==> src/rtl/imu_regs_pkg.sv <==
// Purpose: shared constants for the inertial sensor register block
// Assumes: 125 MHz system clock, spi mode 3 link sampled by that clock
// Notes:   byte addresses are the printed register offsets
`default_nettype none
package imu_regs_pkg;
  // output register byte addresses (lower byte)
  localparam logic [6:0] ADDR_RATE_X   = 7'h04;
  localparam logic [6:0] ADDR_RATE_Y   = 7'h06;
  localparam logic [6:0] ADDR_RATE_Z   = 7'h08;
  localparam logic [6:0] ADDR_ACCEL_X  = 7'h0a;
  localparam logic [6:0] ADDR_ACCEL_Y  = 7'h0c;
  localparam logic [6:0] ADDR_ACCEL_Z  = 7'h0e;
  localparam logic [6:0] ADDR_TEMP     = 7'h18;
  // control registers
  localparam logic [6:0] ADDR_SAMPLE_PERIOD = 7'h36;
  localparam logic [6:0] ADDR_RANGE_FILTER  = 7'h38;
  localparam logic [6:0] ADDR_GLOBAL_CMD    = 7'h3e;
  localparam logic [6:0] ADDR_PRODUCT_CODE  = 7'h56;
  // reset values of the working copies
  localparam logic [15:0] RST_SAMPLE_PERIOD = 16'h0001;
  localparam logic [15:0] RST_RANGE_FILTER  = 16'h0402;
  // frame fields
  localparam int FRAME_BITS = 16;
  localparam int BIT_WRITE  = 15;
  localparam int CMD_BIT_BACKUP = 3;
  localparam int CMD_BIT_SWRESET = 7;
  localparam logic [7:0] SLOW_RATE_CODE = 8'h04;
  localparam int TEMP_BITS = 12;
  // timing
  localparam int CLK_HZ = 125_000_000;
  localparam int BACKUP_TIME_MS = 75;
  localparam int BACKUP_CYCLES = (CLK_HZ / 1000) * BACKUP_TIME_MS;
  // base sample divider at the default rate; slow mode is eight times longer
  localparam int SAMPLE_DIV_BASE = 152588;
  localparam int SLOW_FACTOR = 8;
endpackage : imu_regs_pkg
`default_nettype wire

==> src/rtl/imu_nv_store.sv <==
// Purpose: nonvolatile mirror of the two backed-up control registers
// Assumes: contents and valid flag survive rst_n (models flash)
// Notes:   read data come out of a register
`default_nettype none
module imu_nv_store (
  // clock
  input  wire logic        mclk,
  // write side
  input  wire logic        wr_en,
  input  wire logic [15:0] wr_period,
  input  wire logic [15:0] wr_range,
  // read side
  output logic             rd_valid,
  output logic      [15:0] rd_period,
  output logic      [15:0] rd_range
);
  typedef struct packed {
    logic        valid;   // a backup has completed
    logic [15:0] period;  // stored sample period
    logic [15:0] range;   // stored range and filter
  } nv_t;
  nv_t mem;
  nv_t next_mem;
  // flash does not forget on reset, so no reset term here
  always_comb begin
    next_mem = mem;
    if (wr_en) begin
      next_mem = '{valid: 1'b1, period: wr_period, range: wr_range};
    end
  end
  always_ff @(posedge mclk) begin
    mem <= next_mem;
  end
  assign rd_valid  = mem.valid === 1'b1;
  assign rd_period = mem.period;
  assign rd_range  = mem.range;
endmodule : imu_nv_store
`default_nettype wire

==> src/rtl/imu_output_and_config_regs.sv <==
// Purpose: spi register port, output data registers and dual memory control
// Assumes: sclk idles high, 16-bit frames, sclk well below mclk/4
// Notes:   sensor samples arrive on parallel ports with a strobe
// Overview of operation
// - configuration written one byte per frame
// - registers 16 bits, low byte even address
// - write frame: bit15 set, address, data byte
// - period upper byte 0x04 slows sampling eightfold
// - writes change only the volatile working copy
// - command bit 3 backs up to nonvolatile
// - backup busy for 75 ms
// - reset reloads working copy from valid backup
// - rate registers 16-bit two's complement
// - acceleration registers 16-bit two's complement
// - temperature 12 bits, upper four read zero
// - each channel owns an output register
// - read answers during the following frame
// - spi mode 3, msb first, slave
// - command trigger bits self-clear when done
// - command bit 7 performs software reset
`default_nettype none
module imu_output_and_config_regs #(
  parameter int BACKUP_CYCLES = imu_regs_pkg::BACKUP_CYCLES,
  parameter int SAMPLE_DIV    = imu_regs_pkg::SAMPLE_DIV_BASE
) (
  // clock and reset
  input  wire logic        mclk,
  input  wire logic        rst_n,
  // spi pins
  input  wire logic        cs_n,
  input  wire logic        sclk,
  input  wire logic        mosi,
  output logic             miso,
  output logic             miso_oe,
  // sensor samples from the processing chain
  input  wire logic        sample_valid,
  input  wire logic [15:0] rate_x,
  input  wire logic [15:0] rate_y,
  input  wire logic [15:0] rate_z,
  input  wire logic [15:0] accel_x,
  input  wire logic [15:0] accel_y,
  input  wire logic [15:0] accel_z,
  input  wire logic [11:0] temp,
  // status toward the rest of the device
  output logic             sample_tick,
  output logic             backup_busy
);
  typedef enum logic [1:0] {
    ST_LOAD = 2'b00,  // reload working copy after reset
    ST_RUN  = 2'b01,  // normal operation
    ST_BACK = 2'b11   // backup in progress
  } mode_t;

  typedef struct packed {
    logic [1:0]  cs_s;       // synchroniser for cs_n
    logic [1:0]  sclk_s;     // synchroniser for sclk
    logic [1:0]  mosi_s;     // synchroniser for mosi
    logic        sclk_d;     // delayed synchronised sclk for edges
    logic [4:0]  bits;       // bits taken in this frame
    logic [15:0] rx;         // receive shift register
    logic [15:0] tx;         // transmit shift register
    logic [15:0] answer;     // word to send in the next frame
    logic        miso;       // registered pin output
    logic        miso_oe;    // registered pin enable
    logic [15:0] rate_x;     // output data registers
    logic [15:0] rate_y;
    logic [15:0] rate_z;
    logic [15:0] accel_x;
    logic [15:0] accel_y;
    logic [15:0] accel_z;
    logic [11:0] temp;
    logic [15:0] period;     // working copy of sample period
    logic [15:0] range;      // working copy of range and filter
    logic [7:0]  cmd;        // global command trigger bits
    mode_t       mode;
    logic [31:0] cnt;        // backup timer
    logic        nv_wr;      // write pulse to the mirror
    logic [31:0] div;        // sample divider counter
    logic        tick;       // one-cycle sample pulse
    logic        busy;       // registered backup busy, drives the pin
  } state_t;

  state_t st;
  state_t next_st;
  logic        nv_valid;
  logic [15:0] nv_period;
  logic [15:0] nv_range;

  // identification value, arbitrary
  localparam logic [15:0] PRODUCT_CODE = 16'h1234;

  // pick the 16-bit word for an address; an odd address reads the word at the even address below it
  function automatic logic [15:0] read_word(input state_t s, input logic [6:0] a);
    logic [15:0] w;
    w = 16'h0000;
    case ({a[6:1], 1'b0})
      imu_regs_pkg::ADDR_RATE_X:        w = s.rate_x;
      imu_regs_pkg::ADDR_RATE_Y:        w = s.rate_y;
      imu_regs_pkg::ADDR_RATE_Z:        w = s.rate_z;
      imu_regs_pkg::ADDR_ACCEL_X:       w = s.accel_x;
      imu_regs_pkg::ADDR_ACCEL_Y:       w = s.accel_y;
      imu_regs_pkg::ADDR_ACCEL_Z:       w = s.accel_z;
      imu_regs_pkg::ADDR_TEMP:          w = {4'h0, s.temp};
      imu_regs_pkg::ADDR_SAMPLE_PERIOD: w = s.period;
      imu_regs_pkg::ADDR_RANGE_FILTER:  w = s.range;
      imu_regs_pkg::ADDR_PRODUCT_CODE:  w = PRODUCT_CODE;
      default:                          w = 16'h0000;
    endcase
    return w;
  endfunction : read_word

  imu_nv_store nv (
    .mclk      (mclk),
    .wr_en     (st.nv_wr),
    .wr_period (st.period),
    .wr_range  (st.range),
    .rd_valid  (nv_valid),
    .rd_period (nv_period),
    .rd_range  (nv_range)
  );

  // all next-state logic
  always_comb begin
    logic        rise;
    logic        fall;
    logic [15:0] frame;
    logic [31:0] div_top;
    logic [7:0]  cmd_set;    // trigger bits written by this frame
    rise    = 1'b0;
    fall    = 1'b0;
    frame   = 16'h0000;
    div_top = 32'(SAMPLE_DIV);
    cmd_set = 8'h00;
    next_st = st;
    next_st.nv_wr = 1'b0;
    next_st.tick  = 1'b0;
    // pins pass two flops before use
    next_st.cs_s   = {st.cs_s[0], cs_n};
    next_st.sclk_s = {st.sclk_s[0], sclk};
    next_st.mosi_s = {st.mosi_s[0], mosi};
    next_st.sclk_d = st.sclk_s[1];
    rise = st.sclk_s[1] & ~st.sclk_d;
    fall = ~st.sclk_s[1] & st.sclk_d;
    next_st.miso_oe = ~st.cs_s[1];
    if (st.cs_s[1]) begin
      // deselected: restart frame, preload answer for next frame
      next_st.bits = 5'd0;
      next_st.tx   = st.answer;
    end else begin
      if (fall) begin
        // mode 3 shifts out on the falling edge, msb first
        next_st.miso = st.tx[15];
        next_st.tx   = {st.tx[14:0], 1'b0};
      end
      if (rise) begin
        // sample on the rising edge
        frame        = {st.rx[14:0], st.mosi_s[1]};
        next_st.rx   = frame;
        next_st.bits = st.bits + 5'd1;
        if (st.bits == 5'(imu_regs_pkg::FRAME_BITS - 1)) begin
          next_st.bits = 5'd0;
          if (frame[imu_regs_pkg::BIT_WRITE]) begin
            // one byte per write, parity of address picks lane
            case ({frame[14:9], 1'b0})
              imu_regs_pkg::ADDR_SAMPLE_PERIOD: begin
                if (frame[8]) next_st.period[15:8] = frame[7:0];
                else          next_st.period[7:0]  = frame[7:0];
              end
              imu_regs_pkg::ADDR_RANGE_FILTER: begin
                if (frame[8]) next_st.range[15:8] = frame[7:0];
                else          next_st.range[7:0]  = frame[7:0];
              end
              imu_regs_pkg::ADDR_GLOBAL_CMD: begin
                // merged after the mode logic so a new trigger beats a clear
                if (!frame[8]) cmd_set = frame[7:0];
              end
              default: ;
            endcase
            next_st.answer = 16'h0000;
          end else begin
            // capture whole word now so no later sample tears it
            next_st.answer = read_word(st, frame[14:8]);
          end
        end
      end
    end
    // sample timer, slowed by eight on code 0x04
    if (st.period[15:8] == imu_regs_pkg::SLOW_RATE_CODE) begin
      div_top = 32'(SAMPLE_DIV * imu_regs_pkg::SLOW_FACTOR);
    end
    if (st.div >= div_top - 32'd1) begin
      next_st.div  = 32'd0;
      next_st.tick = 1'b1;
    end else begin
      next_st.div = st.div + 32'd1;
    end
    // newest sample loads each channel register
    if (sample_valid) begin
      next_st.rate_x  = rate_x;
      next_st.rate_y  = rate_y;
      next_st.rate_z  = rate_z;
      next_st.accel_x = accel_x;
      next_st.accel_y = accel_y;
      next_st.accel_z = accel_z;
      next_st.temp    = temp;
    end
    // mode sequencing
    case (st.mode)
      ST_LOAD: begin
        if (nv_valid) begin
          next_st.period = nv_period;
          next_st.range  = nv_range;
        end
        next_st.mode = ST_RUN;
      end
      ST_RUN: begin
        if (st.cmd[imu_regs_pkg::CMD_BIT_SWRESET]) begin
          // software reset: restore defaults then reload mirror
          next_st.period = imu_regs_pkg::RST_SAMPLE_PERIOD;
          next_st.range  = imu_regs_pkg::RST_RANGE_FILTER;
          next_st.cmd    = 8'h00;
          next_st.mode   = ST_LOAD;
        end else if (st.cmd[imu_regs_pkg::CMD_BIT_BACKUP]) begin
          // mirror is written only once the busy time has run out
          next_st.cnt   = 32'd0;
          next_st.mode  = ST_BACK;
        end
        next_st.cmd[6:4] = 3'b000;
        next_st.cmd[2:0] = 3'b000;
      end
      ST_BACK: begin
        next_st.cnt = st.cnt + 32'd1;
        if (st.cnt >= 32'(BACKUP_CYCLES) - 32'd1) begin
          next_st.cmd[imu_regs_pkg::CMD_BIT_BACKUP] = 1'b0;
          // a reset inside the busy time leaves the old mirror intact
          next_st.nv_wr = 1'b1;
          next_st.mode = ST_RUN;
        end
      end
      default: next_st.mode = ST_RUN;
    endcase
    // a trigger written in the cycle of a clear still lands
    next_st.cmd  = next_st.cmd | cmd_set;
    // busy comes from a flop so the pin never glitches on decode
    next_st.busy = (next_st.mode == ST_BACK);
  end

  // single state register
  always_ff @(posedge mclk or negedge rst_n) begin
    if (!rst_n) begin
      st        <= '0;
      st.cs_s   <= 2'b11;
      st.sclk_s <= 2'b11;
      st.sclk_d <= 1'b1;
      st.period <= imu_regs_pkg::RST_SAMPLE_PERIOD;
      st.range  <= imu_regs_pkg::RST_RANGE_FILTER;
      st.mode   <= ST_LOAD;
    end else begin
      st <= next_st;
    end
  end

  assign miso        = st.miso;
  assign miso_oe     = st.miso_oe;
  assign sample_tick = st.tick;
  assign backup_busy = st.busy;

  // backup holds busy for the full count once started
  a_backup_length: assert property (@(posedge mclk) disable iff (!rst_n)
    (st.mode == ST_BACK && st.cnt < 32'(BACKUP_CYCLES) - 32'd1) |=> st.mode == ST_BACK)
    else $error("backup ended too soon");
  // busy starts with the timer at zero, so the full count is served
  a_backup_count: assert property (@(posedge mclk) disable iff (!rst_n)
    $rose(backup_busy) |-> st.cnt == 32'd0)
    else $error("backup timer not cleared at start");
  // mirror written only when backup completes
  a_mirror_write: assert property (@(posedge mclk) disable iff (!rst_n)
    st.nv_wr |-> $past(st.mode) == ST_BACK && st.mode == ST_RUN)
    else $error("mirror written outside backup end");
  // backup command leads to backup next cycle
  a_backup_start: assert property (@(posedge mclk) disable iff (!rst_n)
    (st.mode == ST_RUN && st.cmd[3] && !st.cmd[7]) |=> st.mode == ST_BACK)
    else $error("backup did not start");
  // software reset goes through reload
  a_swreset_load: assert property (@(posedge mclk) disable iff (!rst_n)
    (st.mode == ST_RUN && st.cmd[7]) |=> st.mode == ST_LOAD ##1 st.mode == ST_RUN)
    else $error("software reset skipped reload");
  // a latched temperature answer carries zeros above the 12-bit field
  a_temp_upper: assert property (@(posedge mclk) disable iff (!rst_n)
    ($changed(st.rx) && st.bits == 5'd0 && !st.rx[imu_regs_pkg::BIT_WRITE] &&
     st.rx[14:9] == imu_regs_pkg::ADDR_TEMP[6:1]) |-> st.answer[15:12] == 4'h0)
    else $error("temperature upper bits nonzero");
  // pin enable follows synchronised select
  a_miso_enable: assert property (@(posedge mclk) disable iff (!rst_n)
    $fell(st.cs_s[1]) |=> miso_oe)
    else $error("miso not enabled on select");
  // new sample lands in the rate register
  a_sample_load: assert property (@(posedge mclk) disable iff (!rst_n)
    sample_valid |=> st.rate_x == $past(rate_x) && st.accel_z == $past(accel_z))
    else $error("sample not loaded");
  // reload takes the mirror when valid
  a_reload_mirror: assert property (@(posedge mclk) disable iff (!rst_n)
    (st.mode == ST_LOAD && nv_valid) |=> st.range == $past(nv_range))
    else $error("working copy not reloaded");
endmodule : imu_output_and_config_regs
`default_nettype wire

==> config.mk <==
export PLATFORM = sky130hd
export DESIGN_NAME = imu_output_and_config_regs
export DESIGN_NICKNAME = d
export VERILOG_FILES = /design/src/rtl/imu_regs_pkg.sv /design/src/rtl/imu_nv_store.sv /design/src/rtl/imu_output_and_config_regs.sv
export SDC_FILE = /design/constraint.sdc
export NUM_CORES = 1
export LEC_CHECK = 0
export BUFFER_PORTS_ARGS = -buffer_cell sky130_fd_sc_hd__buf_2
export CAP_MARGIN = 10
export CORE_MARGIN = 2
export CORE_UTILIZATION = 55
export DETAILED_ROUTE_END_ITERATION = 10
export GPL_TIMING_DRIVEN = 0
export PLACE_DENSITY = 0.85
export SLEW_MARGIN = 20
export SYNTH_ARGS = -nofsm -noshare
export SYNTH_HDL_FRONTEND = slang
export SYNTH_SLANG_ARGS = --single-unit
export TNS_END_PERCENT = 10
==> constraint.sdc <==
create_clock -name mclk -period 5.7 [get_ports mclk]
set_input_delay 0.285 -clock mclk [delete_from_list [all_inputs] [get_ports mclk]]
set_output_delay 0.285 -clock mclk [all_outputs]
set_load 0.05 [all_outputs]
==> reports/qor.txt, run 1 <==
Leak - 7.097 nW
Commonest non-fill, non-tap cell in the layout - dfrtp_1
Unique masters post-synth - 70
Final setup fails - 0
Num rows - 57
Largest net degree at the start of global routing - 101
Initial Util - 55.68%
RSZ-0062 raised after global routing - false
Vias - 10570
Synth Area in Adders - 1.119%
Post-CTS Setup Inserts - 0
Antenna Nets Post-Route - 0
H-tree Lvls - 1
GP Congestion - 0.8355
DPL Wire Length - 21.41 mm
WP buf/inv - 1
Synthesis-to-finish area growth - 24.64%
Hold Crit Class - in2reg
Hold buffers post-CTS - 109
Setup crit end kind - flop
Layout cells sized above 1 - 24.77%
Vias per cell - 6.166
Die Footprint - 0.02567 sq mm
Most frequent cells in the layout - 263 x dfrtp_1, 126 x mux2_2, 125 x buf_2
Worst-path clk slew - 0.06 ns
Largest family of logic cells by synthesized area - multiplexers
GR Util All Layers - 31.08%
Grt total ovfl - 0
Antenna violations before repair - 5
Critical path fanouts, max - 10
Ports - 118
CP delay by family, top - simple AND/OR/NAND/NOR gates
Worst-path cell chain - nor4b_1 > nand2_1 > ha_1 > nand4bb_1 > o311ai_0 > a21oi_1 > o31ai_1 > clkbuf_1 > nor2_1
Max clock buf depth - 3
Drt wl/cell - 23.03 um
Setup Skew - 0.01669 ns
Min cycle time layout - 3.467 ns
Layout Nets - 1487
Sequential area share after synthesis - 57.94%
Fin. max-slew vios - 0
Main synth FF type - dfrtp_1
Post-Syn Area per Cell - 12.31 sq um
Synthesis warning total - 0
Post-Synth Simple-Gate Area - 11.93%
Final worst-path cycle share - 60.82%
Hold Worst Slack - 0.02442 ns
EDFF count, synth - 32
Setup ws final - 2.234 ns
Post-synthesis cell count - 1090
Worst-Margin Slew - 0.8731 ns
Vias in the first global route - 11200
# port buffers - 116
Post-cts resize count - 0
Cell Area, Synth - 0.01342 sq mm
CP startpoint kind - flop
PnR Total Power - 5.177 mW
First drt pass iteration count - 8
Pre-CTS setup slack - 2.344 ns
Final Cell Area - 0.01673 sq mm
Slowest stage delay, CP - 0.53 ns
WP data required - 6.11 ns
Clock buffer count from CTS - 31
Area of placed instances - 0.01451 sq mm
Crit path DAT - 3.87 ns
Critical setup path kind - reg2reg
VDD IR max - 0.0002905 V
Die Span X - 160.2 um
Fill cells - 1547
Overall routed net length - 39.47 mm
Worst-Skew Late Latency - 0.57 ns
Root buf cell - clkbuf_16
Die Ht - 160.2 um
TritonCTS clock tree - yes
Xor/xnor share of the synthesized area - 2.610%
Mux cell area share after synthesis - 16.69%
Synth Area in Compound Gates - 7.438%
TNS Setup - 0 ns
DR DRC count - 0
First-pass GRT wire length - 62.07 mm
#FFs+latches synth - 304
CORE AREA - 0.02411 sq mm
P per Cell Area - 309.5 mW/mm^2
Max Fclk - 0.2885 GHz
Hold Vio Cnt, Final - 0
Max cap viols - 0
Asr flop ratio synth - 89.47%
CP max-delay cell - o31ai_1
CTS Sinks - 304
Initial drt markers - 1207
Max transition margin - 41.79%
Status - completed
[power by group]
part | internal, mW | switching (mW)
sequential | 2.30 | 0.126
combinational | 0.266 | 0.259
clock | 1.33 | 0.897
[path summary, 6_finish.rpt]
path                               from            to  slack, ns  depth (start not counted)
hold / removal               accel_z[5]       st[126]       0.02                          2
setup / recovery                st[102]        st[18]       2.23                          9
hold reg to reg            next_st[274]       st[274]       0.35                          0
max in group asynchronous         rst_n  next_st[272]       4.43                          3
min in group asynchronous         rst_n         st[7]       0.34                          2
setup reg to reg                st[102]        st[18]       2.23                          9
[flip-flops by register name (all words and copies together) (netlist names)]
signal and count:
st 264, nv.rd_period 16, nv.rd_range 16, next_st 4
backup_busy 1, miso 1, miso_oe 1, sample_tick 1
[cells in the mapped netlist, types with 7 or more instances]
| library cell | n | area (sq um) |
|---|---|---|
| nor2_1 | 57 | 214.0 |
| buf_2 | 10 | 50.05 |
| and4_1 | 9 | 78.83 |
| nand3_1 | 18 | 90.09 |
| dfrtp_1 | 264 | 6606 |
| a22oi_1 | 17 | 127.6 |
| dfstp_2 | 8 | 210.2 |
| a21oi_1 | 19 | 95.09 |
| and3_1 | 18 | 112.6 |
| mux4_2 | 16 | 360.4 |
| nor2b_1 | 7 | 43.79 |
| mux2i_1 | 46 | 460.4 |
| nor4_1 | 17 | 106.4 |
| nor3_1 | 17 | 85.08 |
| edfxtp_1 | 32 | 960.9 |
| mux2_2 | 126 | 1419 |
| nand2_1 | 113 | 424.2 |
| or3_1 | 13 | 81.33 |
| o21ai_0 | 78 | 390.4 |
| clkbuf_1 | 45 | 168.9 |
| xnor2_1 | 36 | 315.3 |
| ha_1 | 12 | 150.1 |
| nand4_1 | 9 | 56.30 |
| inv_1 | 17 | 63.81 |
| a222oi_1 | 12 | 120.1 |
[final cells by class]
class	count	area [sq um]	area share, %
sequential	304	7779	46.50
multi-input combinational	719	5378	32.14
timing repair buffer	229	1757	10.50
clock buffer	41	863.3	5.160
tap	324	405.4	2.423
buffer	59	237.7	1.421
clock inverter	16	234.0	1.399
inverter	17	63.81	0.3814
antenna	5	12.51	0.07479
[cells by family after synthesis]
kind of cell               count (synthesis)
muxes                                    188
DFF                                      304
buffers and inverters                     76
other                                      1
xor gates and xnor gates                  40
adders and majority gates                 12
AOI/OAI and AO/OA                        158
and+or+nand+nor                          311
[worst reg2reg max path: stages (launching register included)]
cell	delay, ns
dfrtp_1	0.46
nor4b_1	0.43
nand2_1	0.35
ha_1	0.41
nand4bb_1	0.10
o311ai_0	0.35
a21oi_1	0.13
o31ai_1	0.53
clkbuf_1	0.43
nor2_1	0.13
[per-layer routing]
layer	vias up	routed length, um	GRT usage [%]
li1	4501	-	-
met1	5234	13970	36.62
met2	641	19350	52.09
met3	192	3177	6.857
met4	0	2981	19.45
met5	-	0	0
[per-stage QoR]
step                      std cells  util (%)
after global routing           1714     69.40
after CTS                      1707     69.27
after global placement         1539     59.91
after detailed placement       1541     60.19
final                          1714     69.40
after floorplan                1099         -
No activity file was read; power rests on OpenSTA's default activity.
==> inputs of run 2 (changes only) <==
Settings changed: ABC_AREA from default to 1, CORE_UTILIZATION 55 to 54, PLACE_DENSITY 0.85 to 0.87.
Clock period 5.7 ns to 3.1 ns, I/O delays scaled along.
==> run 2 against run 1 <==
Net effect:
- sequential share of layout area shrank 2.7 points
- register-to-register slack lost 1.9 ns
- global-route usage grew 0.79 points
- critical path type unchanged
- highest routed layer unchanged
==> reports/qor.txt, run 2 <==
WP buf/inv - 2 (was 1)
First-pass GRT wire length - 71.11 mm (was 62.07 mm)
Synthesis-to-finish area growth - 22.42% (was 24.64%)
Max transition margin - 40.06% (was 41.79%)
Die Ht - 168.0 um (was 160.2 um)
Antenna violations before repair - 0 (was 5)
Fin. max-slew vios - 0 (unchanged)
Dominant cell type by area after synthesis - dfrtp_1 (unchanged)
CP startpoint kind - flop (unchanged)
Setup Skew - 0.008728 ns (was 0.01669 ns)
CTS Sinks - 304 (unchanged)
Slowest stage delay, CP - 0.46 ns (was 0.53 ns)
TritonCTS clock tree - yes (unchanged)
Post-Syn Area per Cell - 8.362 sq um (was 12.31 sq um)
Hold Crit Class - in2async (was in2reg)
DPL Wire Length - 28.09 mm (was 21.41 mm)
Unique masters post-synth - 40 (was 70)
Worst-path cell chain - nor4_1 > nand2_1 > ha_1 > inv_1 > nor2_1 > nand3_1 > nand2_1 > nand2_1 > nand2_1 > nand2_1 > nand2_1 > clkbuf_1 > nor2_1 (was nor4b_1 > nand2_1 > ha_1 > nand4bb_1 > o311ai_0 > a21oi_1 > o31ai_1 > clkbuf_1 > nor2_1)
Num rows - 60 (was 57)
Min cycle time layout - 2.773 ns (was 3.467 ns)
Root buf cell - clkbuf_16 (unchanged)
Worst-Skew Late Latency - 0.56 ns (was 0.57 ns)
Clock buffer count from CTS - 31 (unchanged)
Ports - 118 (unchanged)
DR DRC count - 0 (unchanged)
WP data required - 3.52 ns (was 6.11 ns)
# port buffers - 116 (unchanged)
Max clock buf depth - 3 (unchanged)
First drt pass iteration count - 6 (was 8)
Top-count cell post-synth - nand2_1 (was dfrtp_1)
Most frequent cells in the layout - 522 x nand2_1, 263 x dfrtp_1, 216 x nor2_1 (was 263 x dfrtp_1, 126 x mux2_2, 125 x buf_2)
Crit path DAT - 3.19 ns (was 3.87 ns)
Drt wl/cell - 18.76 um (was 23.03 um)
Critical path fanouts, max - 10 (unchanged)
H-tree Lvls - 1 (unchanged)
Final setup fails - 0 (unchanged)
Vias in the first global route - 13690 (was 11200)
#FFs+latches synth - 304 (unchanged)
EDFF count, synth - 32 (unchanged)
Grt total ovfl - 0 (unchanged)
Area of placed instances - 0.01565 sq mm (was 0.01451 sq mm)
Vias per cell - 5.728 (was 6.166)
CORE AREA - 0.02665 sq mm (was 0.02411 sq mm)
Most used cell along the critical path - nand2_1
GP Congestion - 0.9217 (was 0.8355)
Vias - 13590 (was 10570)
Die Span X - 168.0 um (was 160.2 um)
Post-CTS Setup Inserts - 0 (unchanged)
CP delay by family, top - simple AND/OR/NAND/NOR gates (unchanged)
Worst-Margin Slew - 0.8992 ns (was 0.8731 ns)
Hold Vio Cnt, Final - 0 (unchanged)
Flop2flop setup slack - 0.33 ns (was 2.23 ns)
Initial drt markers - 1272 (was 1207)
Synthesis warning total - 0 (unchanged)
Synth top area cells - dfrtp_1 46%, nand2_1 13%, edfxtp_1 6.6% (was dfrtp_1 49%, mux2_2 11%, edfxtp_1 7.2%)
Max cap viols - 0 (unchanged)
Asr flop ratio synth - 89.47% (unchanged)
Initial Util - 54.47% (was 55.68%)
Layout cells sized above 1 - 13.48% (was 24.77%)
Synth top cells by count - 522 x nand2_1, 264 x dfrtp_1, 216 x nor2_1, 175 x inv_1, 150 x nand3_1 (was 264 x dfrtp_1, 126 x mux2_2, 113 x nand2_1, 78 x o21ai_0, 57 x nor2_1)
CP max-delay cell - dfrtp_1 (was o31ai_1)
Status - completed (unchanged)
Main synth FF type - dfrtp_1 (unchanged)
P per Cell Area - 495.5 mW/mm^2 (was 309.5 mW/mm^2)
Final worst-path cycle share - 89.45% (was 60.82%)
PnR Total Power - 8.805 mW (was 5.177 mW)
RSZ-0062 raised after global routing - false (unchanged)
Setup crit end kind - flop (unchanged)
Layout Nets - 2135 (was 1487)
Critical setup path kind - reg2reg (unchanged)
Largest Register - st (unchanged)
Post-synthesis cell count - 1736 (was 1090)
Sequential area share after synthesis - 53.58% (was 57.94%)
Max Fclk - 0.3606 GHz (was 0.2885 GHz)
Largest net degree at the start of global routing - 101 (unchanged)
Cell Area, Synth - 0.01452 sq mm (was 0.01342 sq mm)
Overall routed net length - 44.52 mm (was 39.47 mm)
GR Util All Layers - 31.86% (was 31.08%)
Leak - 8.324 nW (was 7.097 nW)
Max reg flops - 264 (unchanged)
VDD IR max - 0.0003891 V (was 0.0002905 V)
Final Cell Area - 0.01777 sq mm (was 0.01673 sq mm)
Antenna Nets Post-Route - 0 (unchanged)
Worst-path clk slew - 0.06 ns (about the same)
Die Footprint - 0.02821 sq mm (was 0.02567 sq mm)
Post-synth top area share - 45.51% (was 49.22%)
Commonest non-fill, non-tap cell in the layout - nand2_1 (was dfrtp_1)
Number of antenna diodes - 0 (was 5)
-- run 2: path summary, 6_finish.rpt --
| path | from | endpoint | depth (start not counted) |
|---|---|---|---|
| setup / recovery | st[101] | st[5] | 13 |
| max in group asynchronous | rst_n | st[136] | 4 |
| hold reg to reg | next_st[274] | st[274] | 0 |
| min in group mclk | sample_valid | st[160] | 2 |
| hold / removal | rst_n | sample_tick | 2 |
| setup reg to reg | st[101] | st[5] | 13 |
-- run 2: logic make-up after synthesis --
logic type,count (synthesis),share of synthesized area [%]
flops,304,53.58
fa+ha+maj,12,1.034
buf+inv,230,6.137
other cells,1,0.02583
mux,67,5.197
compound gates,154,5.913
simple gates,950,27.03
xor+xnor,18,1.086
-- run 2: cell type report --
type,instances,area (sq um)
inverters,179,671.9
plain buffers,51,220.2
repair buffers,231,1794
clock buffers,49,883.3
fillers,1847,8880
multi-input cells,1211,5882
well taps,341,426.7
clock inverters,7,113.9
flip-flops and latches,304,7779
-- run 2: stage by stage --
step	util [%]	setup TNS [ns]	hold slack [ns]	setup slack [ns]	cells
after floorplan	-	0	-0.1406	0.9944	1745
after global placement	58.38	-822.29	0.2619	-3.096	2202
after detailed placement	58.73	0	0.03808	0.3846	2205
after CTS	66.68	0	0.002174	0.3674	2373
after global routing	66.68	0	0.08388	0.05689	2373
final	66.68	0	0.05047	0.3270	2373
-- run 2: repair_timing --
item / CTS / global route
endpoints found under the setup margin: 0 / 2
resized for setup: 0 / 1
endpoints found under the hold margin: 319 / 0
hold buffers: 112 / 0
-- run 2: per-layer routing --
layer	vias to the layer above	share of wire, %	GRT usage (%)
li1	6115	-	-
met3	222	9.4	5.971
met5	-	0	0
met4	0	7.0	19.89
met1	6378	37	38.74
met2	878	47	52.82
-- run 2: where the power goes --
group          switching, mW  internal [mW]  total [mW]
logic                  0.427          0.307       0.734
registers              0.133           4.20        4.34
clock network           1.55           2.19        3.74
total                   2.11           6.70        8.81
